### src/inc/fdchr_pkg.sv
// fdchr_pkg: offsets, field positions, reset values and timing
// constants of the diskette controller host register block.
// assumes a 100 MHz core clock and a 3-bit host i/o offset.
package fdchr_pkg;

	// host i/o offsets
	localparam logic [2:0] OFS_STAT_A = 3'h0;
	localparam logic [2:0] OFS_STAT_B = 3'h1;
	localparam logic [2:0] OFS_DOC    = 3'h2;
	localparam logic [2:0] OFS_TAPE   = 3'h3;
	localparam logic [2:0] OFS_MAIN   = 3'h4; // read main status, write rate
	localparam logic [2:0] OFS_QUEUE  = 3'h5;
	localparam logic [2:0] OFS_DIN    = 3'h7; // read input, write config

	// value of undriven bits on a read
	localparam logic [7:0] FLOAT_BYTE = 8'hFF;

	// reset values
	localparam logic [7:0] DOC_RESET     = 8'h00;
	localparam logic [1:0] TAPE_RESET    = 2'h0;
	localparam logic [1:0] RATE_RESET    = 2'h0;
	localparam logic [2:0] PRECOMP_RESET = 3'h0;

	// drive output control fields
	localparam int DOC_MOTOR_LSB = 4;
	localparam int DOC_DMA       = 3;
	localparam int DOC_NRST      = 2;
	localparam int DOC_SEL_LSB   = 0;

	// rate select write fields
	localparam int RSEL_SWRST   = 7;
	localparam int RSEL_LOWPWR  = 6;
	localparam int RSEL_PRE_LSB = 2;
	localparam int RATE_LSB     = 0;

	// first command byte
	localparam int             CMD_MFM_BIT = 6;
	localparam logic [4:0]     OPC_READ    = 5'h06;
	localparam logic [4:0]     OPC_WRITE   = 5'h05;
	localparam logic [1:0]     RATE_HIGH_DENS = 2'h0;

	// bit cell timing per rate code, mfm cells; fm cells are twice as long
	localparam int CLK_NS    = 10;
	localparam int CELL_W    = 10;
	localparam int CELL_NS_0 = 2000; // 500 kb/s
	localparam int CELL_NS_1 = 3333; // 300 kb/s
	localparam int CELL_NS_2 = 4000; // 250 kb/s
	localparam int CELL_NS_3 = 1000; // 1 Mb/s
	localparam logic [CELL_W-1:0] CELL_CYC_0 = CELL_W'(CELL_NS_0 / CLK_NS);
	localparam logic [CELL_W-1:0] CELL_CYC_1 = CELL_W'(CELL_NS_1 / CLK_NS);
	localparam logic [CELL_W-1:0] CELL_CYC_2 = CELL_W'(CELL_NS_2 / CLK_NS);
	localparam logic [CELL_W-1:0] CELL_CYC_3 = CELL_W'(CELL_NS_3 / CLK_NS);

	// command phase as seen from the host queue
	typedef enum logic [0:0] {
		CMD_IDLE,
		CMD_PARAM
	} fdchr_cmd_ph_t;

endpackage : fdchr_pkg

### src/rtl/fdchr_buf.sv
// fdchr_buf: two-entry buffer with valid/ready on both sides.
// assumes single clock; the drain side may stall at any time.
`timescale 1ns/100ps
module fdchr_buf #(
	parameter int WIDTH = 8
) (
	// clock and reset
	input  wire logic             core_clk_i,
	input  wire logic             reset_n_i,
	// fill side
	input  wire logic [WIDTH-1:0] in_data_i,
	input  wire logic             in_valid_i,
	output logic                  in_ready_o,
	// drain side
	output logic      [WIDTH-1:0] out_data_o,
	output logic                  out_valid_o,
	input  wire logic             out_ready_i
);
	typedef struct packed {
		logic [1:0][WIDTH-1:0] mem;
		logic                  rp;
		logic [1:0]            cnt;
	} fdchr_buf_st_t;

	fdchr_buf_st_t q, d;
	logic          push, pop;

	// handshakes; full and empty follow the count
	assign in_ready_o  = (q.cnt != 2'h2);
	assign out_valid_o = (q.cnt != 2'h0);
	assign out_data_o  = q.mem[q.rp];
	assign push        = in_valid_i && in_ready_o;
	assign pop         = out_valid_o && out_ready_i;

	// next state
	always_comb begin
		d = q;
		if (push) begin
			d.mem[q.rp ^ q.cnt[0]] = in_data_i;
		end
		if (pop) begin
			d.rp = ~q.rp;
		end
		d.cnt = 2'(q.cnt + {1'b0, push} - {1'b0, pop});
	end

	always_ff @(posedge core_clk_i or negedge reset_n_i) begin
		if (!reset_n_i) begin
			q <= '0;
		end else begin
			q <= d;
		end
	end
endmodule : fdchr_buf

### src/rtl/fdchr_sep.sv
// fdchr_sep: digital data separator; recentres its cell phase on each
// read pulse and emits one recovered bit per cell.
// assumes the raw read line is synchronous to the core clock.
`timescale 1ns/100ps
module fdchr_sep
	import fdchr_pkg::*;
(
	// clock and reset
	input  wire logic              core_clk_i,
	input  wire logic              reset_n_i,
	// raw read line and cell length
	input  wire logic              rd_raw_i,
	input  wire logic [CELL_W-1:0] cell_cyc_i,
	// recovered bits
	output logic                   bit_o,
	output logic                   bit_valid_o
);
	typedef struct packed {
		logic [CELL_W-1:0] cnt;
		logic              prev;
		logic              seen;
		logic              bit_v;
		logic              vld;
	} fdchr_sep_st_t;

	fdchr_sep_st_t q, d;
	logic          pulse;

	assign pulse       = rd_raw_i && !q.prev;
	assign bit_o       = q.bit_v;
	assign bit_valid_o = q.vld;

	// cell counter, pulse capture and phase pull
	always_comb begin
		d      = q;
		d.prev = rd_raw_i;
		d.vld  = 1'b0;
		if (q.cnt >= cell_cyc_i - CELL_W'(1)) begin
			d.cnt   = '0;
			d.bit_v = q.seen;
			d.vld   = 1'b1;
			d.seen  = 1'b0;
		end else begin
			d.cnt = CELL_W'(q.cnt + CELL_W'(1));
		end
		if (pulse) begin
			d.seen = 1'b1;
			d.cnt  = cell_cyc_i >> 1;
		end
	end

	always_ff @(posedge core_clk_i or negedge reset_n_i) begin
		if (!reset_n_i) begin
			q <= '0;
		end else begin
			q <= d;
		end
	end
endmodule : fdchr_sep

### src/rtl/fdchr_regs.sv
// fdchr_regs: host register block of the diskette controller.
// assumes host i/o strobes are one-cycle pulses, synchronous to the
// core clock, and that a command sequencer drains the data queue.
// mode straps are levels, changed only between host accesses.
`timescale 1ns/100ps

// Overview of operation
// - first read/write command byte bit 6 picks fm (0) or mfm (1)
// - no media sensing; density comes from the rate, not drive pins
// - only the lower data-rate line is driven toward the drive
// - undriven register bits read as one
// - 04h reads main status, writes rate; 07h reads input, writes config
// - legacy and alternate system modes; shared fields valid in both
// - status registers at 00h and 01h exist only in alternate mode
// - extended tape mode adds drive-change bits at offset 03h
// - legacy mode input register: disk change in bit 7, rest reserved
// - alternate mode input register: change, rate status, high density
// - tape register holds a two-bit select in bits 1 and 0
// - read data recovered by an on-chip digital separator
module fdchr_regs
	import fdchr_pkg::*;
(
	// clock and reset
	input  wire logic       core_clk_i,
	input  wire logic       reset_n_i,
	// host i/o port
	input  wire logic [2:0] io_addr_i,
	input  wire logic       io_rd_i,
	input  wire logic       io_wr_i,
	input  wire logic [7:0] io_wdata_i,
	output logic      [7:0] io_rdata_o,
	// mode straps
	input  wire logic       alt_mode_i,
	input  wire logic       ext_tape_mode_i,
	// command byte stream toward the sequencer
	output logic      [7:0] cmd_data_o,
	output logic            cmd_valid_o,
	input  wire logic       cmd_ready_i,
	input  wire logic       cmd_done_i,
	output logic            mfm_mode_o,
	// result byte stream from the sequencer
	input  wire logic [7:0] res_data_i,
	input  wire logic       res_valid_i,
	output logic            res_ready_o,
	// sequencer status
	input  wire logic       non_dma_exec_i,
	input  wire logic [3:0] drive_busy_i,
	// drive interface status
	input  wire logic       irq_pending_i,
	input  wire logic       step_i,
	input  wire logic       trk0_i,
	input  wire logic       head_sel_i,
	input  wire logic       index_i,
	input  wire logic       wp_i,
	input  wire logic       head_dir_i,
	input  wire logic       wdata_i,
	input  wire logic       wgate_i,
	input  wire logic       disk_change_i,
	input  wire logic [1:0] drive_change_i,
	input  wire logic       rd_raw_i,
	// drive controls
	output logic      [1:0] drive_sel_o,
	output logic      [3:0] motor_en_o,
	output logic            dma_en_o,
	output logic            ctrl_reset_n_o,
	output logic            soft_reset_o,
	output logic            low_power_o,
	output logic      [2:0] precomp_o,
	output logic            rate_lo_o,
	output logic      [1:0] tape_sel_o,
	// recovered read data
	output logic            sep_bit_o,
	output logic            sep_bit_valid_o
);
	typedef struct packed {
		logic [7:0]    doc;
		logic [1:0]    tape;
		logic [1:0]    rate;
		logic [2:0]    precomp;
		logic          low_power;
		logic          soft_rst;
		logic          mfm;
		fdchr_cmd_ph_t ph;
		logic [7:0]    rdata;
	} fdchr_regs_st_t;

	fdchr_regs_st_t    q, d;
	logic              q_in_valid, q_in_ready;
	logic              cmd_take, first_rw;
	logic              dio, rqm, high_dens;
	logic [CELL_W-1:0] cell_mfm, cell_cyc;
	logic [7:0]        rd_val;

	// register-driven outputs
	assign drive_sel_o    = q.doc[DOC_SEL_LSB +: 2];
	assign motor_en_o     = q.doc[DOC_MOTOR_LSB +: 4];
	assign dma_en_o       = q.doc[DOC_DMA];
	assign ctrl_reset_n_o = q.doc[DOC_NRST];
	assign soft_reset_o   = q.soft_rst;
	assign low_power_o    = q.low_power;
	assign precomp_o      = q.precomp;
	assign tape_sel_o     = q.tape;
	assign mfm_mode_o     = q.mfm;
	assign io_rdata_o     = q.rdata;
	assign rate_lo_o      = q.rate[RATE_LSB];

	// data queue: host writes fill it, the sequencer drains it
	assign q_in_valid = io_wr_i && (io_addr_i == OFS_QUEUE);

	fdchr_buf #(
		.WIDTH(8)
	) u_queue (
		.core_clk_i  (core_clk_i),
		.reset_n_i   (reset_n_i),
		.in_data_i   (io_wdata_i),
		.in_valid_i  (q_in_valid),
		.in_ready_o  (q_in_ready),
		.out_data_o  (cmd_data_o),
		.out_valid_o (cmd_valid_o),
		.out_ready_i (cmd_ready_i)
	);

	// cell length from rate; fm cells are twice as long
	always_comb begin
		unique case (q.rate)
			2'h0: cell_mfm = CELL_CYC_0;
			2'h1: cell_mfm = CELL_CYC_1;
			2'h2: cell_mfm = CELL_CYC_2;
			2'h3: cell_mfm = CELL_CYC_3;
		endcase
		cell_cyc = q.mfm ? cell_mfm : {cell_mfm[CELL_W-2:0], 1'b0};
	end

	// digital data separator on the raw read line
	fdchr_sep u_sep (
		.core_clk_i  (core_clk_i),
		.reset_n_i   (reset_n_i),
		.rd_raw_i    (rd_raw_i),
		.cell_cyc_i  (cell_cyc),
		.bit_o       (sep_bit_o),
		.bit_valid_o (sep_bit_valid_o)
	);

	// queue snoop: first byte of a read or write command
	assign cmd_take = cmd_valid_o && cmd_ready_i;
	assign first_rw = cmd_take && (q.ph == CMD_IDLE) &&
		((cmd_data_o[4:0] == OPC_READ) || (cmd_data_o[4:0] == OPC_WRITE));

	// main status flags and density indication
	assign dio       = res_valid_i;
	assign rqm       = dio ? res_valid_i : q_in_ready;
	assign high_dens = (q.rate == RATE_HIGH_DENS);
	assign res_ready_o = io_rd_i && (io_addr_i == OFS_QUEUE) && res_valid_i;

	// read mux; undriven and reserved bits read as one
	always_comb begin
		unique case (io_addr_i)
			OFS_STAT_A: rd_val = alt_mode_i ?
				{irq_pending_i, 1'b1, step_i, trk0_i, head_sel_i,
				 index_i, wp_i, head_dir_i} : FLOAT_BYTE;
			OFS_STAT_B: rd_val = alt_mode_i ?
				{2'h3, q.doc[DOC_SEL_LSB], wdata_i, rd_raw_i, wgate_i,
				 q.doc[DOC_MOTOR_LSB +: 2]} : FLOAT_BYTE;
			OFS_DOC:    rd_val = q.doc;
			OFS_TAPE:   rd_val = ext_tape_mode_i ?
				{4'hF, drive_change_i, q.tape} : {6'h3F, q.tape};
			OFS_MAIN:   rd_val = {rqm, dio, non_dma_exec_i,
				(q.ph == CMD_PARAM), drive_busy_i};
			OFS_QUEUE:  rd_val = res_valid_i ? res_data_i : FLOAT_BYTE;
			OFS_DIN:    rd_val = alt_mode_i ?
				{disk_change_i, 4'hF, q.rate, high_dens} :
				{disk_change_i, 7'h7F};
			default:    rd_val = FLOAT_BYTE;
		endcase
	end

	// register writes, command phase, read capture
	always_comb begin
		d          = q;
		d.soft_rst = 1'b0;
		if (io_rd_i) begin
			d.rdata = rd_val;
		end
		if (first_rw) begin
			d.mfm = cmd_data_o[CMD_MFM_BIT];
		end
		if (cmd_take && (q.ph == CMD_IDLE)) begin
			d.ph = CMD_PARAM;
		end
		if (cmd_done_i) begin
			d.ph = CMD_IDLE;
		end
		// status offsets fall to the default arm and keep all state
		if (io_wr_i) begin
			unique case (io_addr_i)
				OFS_DOC:  d.doc  = io_wdata_i;
				OFS_TAPE: d.tape = io_wdata_i[1:0];
				OFS_MAIN: begin
					d.rate      = io_wdata_i[RATE_LSB +: 2];
					d.precomp   = io_wdata_i[RSEL_PRE_LSB +: 3];
					d.low_power = io_wdata_i[RSEL_LOWPWR];
					d.soft_rst  = io_wdata_i[RSEL_SWRST];
					if (io_wdata_i[RSEL_SWRST]) begin
						d.ph = CMD_IDLE;
					end
				end
				OFS_DIN:  d.rate = io_wdata_i[RATE_LSB +: 2];
				default:  d.rate = q.rate;
			endcase
		end
	end

	// state register; reset values come from the package
	always_ff @(posedge core_clk_i or negedge reset_n_i) begin
		if (!reset_n_i) begin
			q         <= '0;
			q.doc     <= DOC_RESET;
			q.tape    <= TAPE_RESET;
			q.rate    <= RATE_RESET;
			q.precomp <= PRECOMP_RESET;
			q.rdata   <= FLOAT_BYTE;
		end else begin
			q <= d;
		end
	end
endmodule : fdchr_regs

### config.mk
export PLATFORM = sky130hd
export DESIGN_NAME = fdchr_regs
export DESIGN_NICKNAME = d
export VERILOG_FILES = /design/src/inc/fdchr_pkg.sv /design/src/rtl/fdchr_buf.sv /design/src/rtl/fdchr_sep.sv /design/src/rtl/fdchr_regs.sv
export SDC_FILE = /design/constraint.sdc
export NUM_CORES = 1
export LEC_CHECK = 0
export CAP_MARGIN = 10
export CORE_MARGIN = 1
export CORE_UTILIZATION = 51
export CTS_CLUSTER_DIAMETER = 60
export DETAILED_ROUTE_END_ITERATION = 8
export DONT_BUFFER_PORTS = 1
export HOLD_SLACK_MARGIN = 0.15
export PLACE_DENSITY_LB_ADDON = 0.1
export SYNTH_ARGS = -nofsm -noshare
export SYNTH_HDL_FRONTEND = slang
export SYNTH_SLANG_ARGS = --single-unit
### constraint.sdc
create_clock -name core_clk_i -period 6.5 [get_ports core_clk_i]
set_clock_uncertainty 0.15 [all_clocks]
set_input_delay 0.325 -clock core_clk_i [delete_from_list [all_inputs] [get_ports core_clk_i]]
set_output_delay 0.325 -clock core_clk_i [all_outputs]
set_load 0.02 [all_outputs]
# ---- Yosys cells after proc, flatten, opt, wreduce, memory -nomap -nowiden
# Cells that the tools add are included.
dict set report word_totals {
  inputBits 46
  out_inout_bits 37
  elab_cells 86
  reg_bits 60
}
dict set report op_classes {
  mux 25
  order_cmp 4
  bitwise_logic 3
  reduce_logical 20
  n_addsub 4
  eq_ne 12
}
# operator n
set op_table {}
lappend op_table {{$pmux W8 S7} 1}
lappend op_table {{$mux W8} 5}
lappend op_table {{$pmux W10 S4} 1}
lappend op_table {{$mux W10} 3}
lappend op_table {{$bwmux W16} 1}
lappend op_table {{$add A10 B1 Y10 const B} 1}
lappend op_table {{$eq A5 B3 Y1 const B} 2}
lappend op_table {{$ge A10 B10 Y1} 1}
lappend op_table {{$sub A10 B1 Y10 const B} 1}
lappend op_table {{$eq A3 B3 Y1 const B} 3}
lappend op_table {{$logic_and A1 B1 Y1} 9}
lappend op_table {{$mux W1} 9}
lappend op_table {{$demux W8 S1} 1}
lappend op_table {{$reduce_and A2 Y1} 4}
lappend op_table {{$eq A3 B2 Y1 const B} 2}
lappend op_table {{$mux W3} 2}
lappend op_table {{$mux W6} 1}
lappend op_table {{$eq A2 B2 Y1 const B} 2}
lappend op_table {{$lt A1 B2 Y1 const B} 2}
lappend op_table {{$mux W4} 1}
lappend op_table {{$reduce_bool A2 Y1} 2}
lappend op_table {{$eq A3 B1 Y1 const B} 1}
lappend op_table {{$logic_not A3 Y1} 1}
lappend op_table {{$add A2 B1 Y2} 1}
lappend op_table {{other kinds (10)} 11}

# ---- Longest topological paths before layout
dict set report logic_depth {
  word_depth 8
  ltp_mapped 14
  mapped_depth_nobuf 12
}

# ---- Hierarchy
# A second synthesis with hierarchy kept.
dict set report unflattened {
  cells_unflattened 434
  hier_area_um2 4112.7
}
# module area_each_um2 cells_each seq_area_each_um2 n_inst
set modules_own_cells {}
lappend modules_own_cells {fdchr_regs 1933.1 207 685.7 1}
lappend modules_own_cells {fdchr_buf 1157.4 120 475.5 1}
lappend modules_own_cells {fdchr_sep 1022.2 107 350.3 1}

# ---- Worst setup path before layout
# Ideal clock, no wire load.
dict set report synth_timing {
  path_type {register -> register}
  start {reg q, in the netlist rate_lo_o}
  end {reg u_sep.q[11] (netlist name)}
  arrival_time_ns 3.218
  path_stages_with_launch 14
  period_less_slack_ns 3.458
  t_required_ns 6.259
  slack_ns 3.042
  setup_time_ns 0.091
  cell_sequence {dfrtp_1 -> inv_1 -> ha_1 -> nor2b_1 -> nor2_1 -> o221ai_2 -> nor2_1 -> xnor2_1 -> ha_1 -> a211oi_1 -> nor2_1 -> or4_4 -> buf_6 -> o31ai_4}
}
# item line
set synth_lines {}
lappend synth_lines {{start: declaration} fdchr_regs.sv:87} ;# fdchr_regs_st_t q, d;
lappend synth_lines {{end signal: assignment} fdchr_sep.sv:54} ;# q <= '0;
lappend synth_lines {{end signal: assignment} fdchr_sep.sv:56} ;# q <= d;
lappend synth_lines {{end: declaration} fdchr_sep.sv:26} ;# fdchr_sep_st_t q, d;

# ---- Final worst setup path
dict set report layout_timing {
  start {reg q, in the netlist rate_lo_o}
  end {reg u_sep.q, in the netlist u_sep.bit_o}
}
dict set report layout_via {
  elab_chain_cells 5
  elab_cells_between_ends 8
}
# item line
set layout_rtl {}
lappend layout_rtl {{$eq A2 B2 Y1 (tied with other cells)} fdchr_regs.sv:125} ;# unique case (q.rate)
lappend layout_rtl {{$pmux W10 S4 *} fdchr_regs.sv:125}
lappend layout_rtl {{$mux W10 *} fdchr_regs.sv:131} ;# cell_cyc = q.mfm ? cell_mfm : {cell_mfm[CELL_W-2:0], 1'b0};
lappend layout_rtl {{$sub A10 B1 Y10 *} fdchr_sep.sv:38} ;# if (q.cnt >= cell_cyc_i - CELL_W'(1)) begin
lappend layout_rtl {{$ge A10 B10 Y1 *} fdchr_sep.sv:38}
# Mark *: on every way between the ends. The rest lies on a longest branch, timed or not. The select of a mux whose other input is x is not followed.
# A chain may end at the register's enable or synchronous reset.

==> qor.csv <==
stage,metric,value,unit
layout,final_nets,440,
synthesis,yosys_register_bits,60,
synthesis,synthTopCellsByArea,"dfrtp_1 35%, mux2_2 13%, ha_1 6.3%",
synthesis,synthTopCellsByCount,"52 x dfrtp_1, 43 x mux2_2, 26 x nor2_1",
synthesis,ys_warn_count,0,
cts,cts_tree,yes,
timing,timing_hold_violations_final,0,
synthesis,synth_mux_area_share,13.9,%
global_routing,gr-max-usage-layer,met2,
synthesis,yosysSeqAreaShare,40.1,%
power_and_ir_drop,leakage,1.77,nW
cts,insertion_delay,0.34,ns
floorplan,die_w,88.0,um
floorplan,io_pins,83,
floorplan,die_area,7740,sq um
hold_path,hold-path-cell-count,2,
synthesis,synth-xor-area-share,4.18,%
cts,cts_root_buffer,clkbuf_8,
route,drc,0,
power_and_ir_drop,p_per_area,414,nW/um^2
place,place_hpwl,6.24,mm
timing,period_minus_slack,3.88,ns
floorplan,num_rows,30,
place,dp.cells,432,
flow_run,cap_viol_max_count,0,
worst_setup_path,critPathKind,flip-flop to flip-flop,
worst_setup_path,path_max_fanout,13,
timing,final-setup-viol-count,0,
synthesis,synthAdderAreaFrac,6.30,%
place,gp_congestion,0.898,
synthesis,synth.distinct_cells,58,
route,wirelength,9.00,mm
worst_setup_path,crit_path_end_kind,flip-flop,
route,vias,2774,
timing,setup_tns,0,ns
cts,cts_resized,0,
cts,h-tree-depth,3,
timing,fmax,258,MHz
cts,cts_buffer_depth,2,
synthesis,synth.cell_area,3770,sq um
synthesis,synth_top_family_by_area,multiplexers,
layout,syn_to_final_growth,10.4,%
synthesis,synth_area_per_cell,10.1,sq um
global_routing,grt_use_total,23.6,%
global_routing,grt_pass1_vias,2583,
synthesis,synth_most_common_cell,dfrtp_1,
timing,slew_headroom,53.2,%
outcome,status,completed,
global_routing,grt_max_degree,61,
synthesis,ys_async_sr_fraction,100,%
layout,regArea,1510,sq um
worst_setup_path,worstPathArrival,3.95,ns
timing,fin_crit_sh,59.6,%
global_routing,overflow,0,
route,dr.first_iter.drc_count,187,
hold_path,hold_class,input pin to flip-flop,
route,drtAntennaViolNets,0,
worst_setup_path,rr_worst_depth,12,
worst_setup_path,cp-start-kind,flip-flop,
synthesis,synth_flop_cell,dfrtp_1,
route,viasPerCell,5.83,
synthesis,synth_simple_gate_area_share,13.8,%
route,drt-pass1-iter-count,7,
timing,fin_ws,2.62,ns
place,io_buffers,0,
cts,cts_buffers,9,
timing,final_max_slew_viol_count,0,
global_routing,grt_pass1_wl,13.6,mm
synthesis,synth_area_leader_cell,dfrtp_1,
layout,final_cell_count_no_fill,476,
global_routing,grt.met3_usage,7.54,%
synthesis,synth_fp_nets,438,
synthesis,synth_edf_count,0,
synthesis,synth_compound_area_share,13.6,%
layout,drive_gt1_share,21.3,%
place,pre_cts_ws,2.62,ns
layout,fill_cells,621,
synthesis,syn_inst,373,
floorplan,initial_core_util,54.0,%
synthesis,yosysTopAreaCellShare,34.5,%
timing,worst_pin_slew,0.702,ns
global_routing,antenna_found_initial,0,
global_routing,met1_usage,33.4,%
worst_setup_path,required,6.58,ns
cts,cts.reportedPaths.clkPinSlew,0.07,ns
global_routing,grtUsageMet2,34.7,%
layout,fin_util,59.6,%
cts,numClockSinks,60,
timing,grt_setup_unrepaired,no,
floorplan,core_area,6980,sq um
route,avgRoutedWirePerCell,18.9,um
floorplan,die_h,88.0,um
layout,multiInputGateArea,1950,sq um
layout,antenna_cells,0,
power_and_ir_drop,vdd_drop_max,268,uV
[through the flow]
stage	hold WS, ns	area (sq um)	total power [mW]
floorplan	-0.121	3770	1.26
global placement	-0.118	3670	1.33
detailed placement	-0.118	3670	1.35
CTS	0.155	4160	1.73
global route	0.159	4160	1.84
finish	0.170	4160	1.72
[cell type report]
type	count	share of cell area [%]
timing repair buffer	29	7.33
clock inverter	7	1.77
inverter	20	1.80
multi-input combinational	255	46.9
clock buffer	9	2.97
sequential	60	36.3
tap	96	2.88
[worst paths after layout]
| check | end | slack, ns | from |
|---|---|---|---|
| setup / recovery | u_sep.bit_o | 2.62 | rate_lo_o |
| hold / removal | u_sep.q[2] | 0.17 | rd_raw_i |
| setup reg to reg | u_sep.bit_o | 2.62 | rate_lo_o |
| hold reg to reg | u_queue.q[1] | 0.35 | u_queue.q[1] |
| max in group asynchronous | io_rdata_o[0] | 5.55 | reset_n_i |
| min in group asynchronous | tape_sel_o[1] | 0.37 | reset_n_i |
[layer usage]
layer  wire [um]  up-vias
met1        4120     1336
met4          81        0
li1            -     1325
met5           0        -
met2        4010      103
met3         795       10
[power by group]
part	total, mW	switching [mW]	leakage (nW)	internal [mW]
logic	0.698	0.371	0.942	0.327
registers	0.683	0.179	0.723	0.503
clock network	0.342	0.163	0.100	0.179
total	1.72	0.714	1.77	1.01
[state kept, by name, indices dropped and copies added, names as in the netlist, 2 cells and up]
| name | flops |
|---|---|
| q | 2 |
| precomp_o | 3 |
| motor_en_o | 4 |
| drive_sel_o | 2 |
| u_queue.q | 19 |
| io_rdata_o | 8 |
| tape_sel_o | 2 |
| u_sep.q | 12 |
[cells in the final DEF (no fill, tap or decap), types with 4 or more instances in the layout]
cell type,Yosys,final
dfrtp_1,52,52
mux2_2,43,43
dlygate4sd3_1,0,27
nor2_1,26,26
nand2_1,23,23
inv_1,20,20
ha_1,19,19
o21ai_0,17,17
nor3_1,11,11
a21oi_1,11,11
xnor2_1,11,11
clkbuf_8,0,9
nand3_1,8,8
dfstp_2,8,8
nor2b_1,7,7
xor2_1,7,7
a31oi_1,5,5
o22ai_1,5,5
mux2i_1,4,4
nand3b_1,4,4
[cell families (layout without fill, tap and decap cells)]
family | count (synthesis) | in the layout
AOI/OAI and AO/OA | 71 | 71
DFF | 60 | 60
muxes | 47 | 47
xor gates and xnor gates | 18 | 18
buffers and inverters | 58 | 65
adders and majority gates | 19 | 19
and+or+nand+nor | 100 | 100
[critical path, cell delays in order (launching register included)]
cell and delay [ns]:
dfrtp_1 0.62, inv_1 0.18, ha_1 0.29, nor2b_1 0.23, nor2_1 0.15, o221ai_2 0.29
nor2_1 0.10, xnor2_1 0.13, ha_1 0.31, a211oi_1 0.27, nor2_1 0.08, or4_4 0.65
mux2_2 0.31
[repair_timing]
action | CTS | global route
hold buffers | 28 | 0
setup buffers | 0 | 0
setup endpoints to repair | 0 | 0
endpoints found under the hold margin | 104 | 0
No activity file was read; power rests on OpenSTA's default activity.
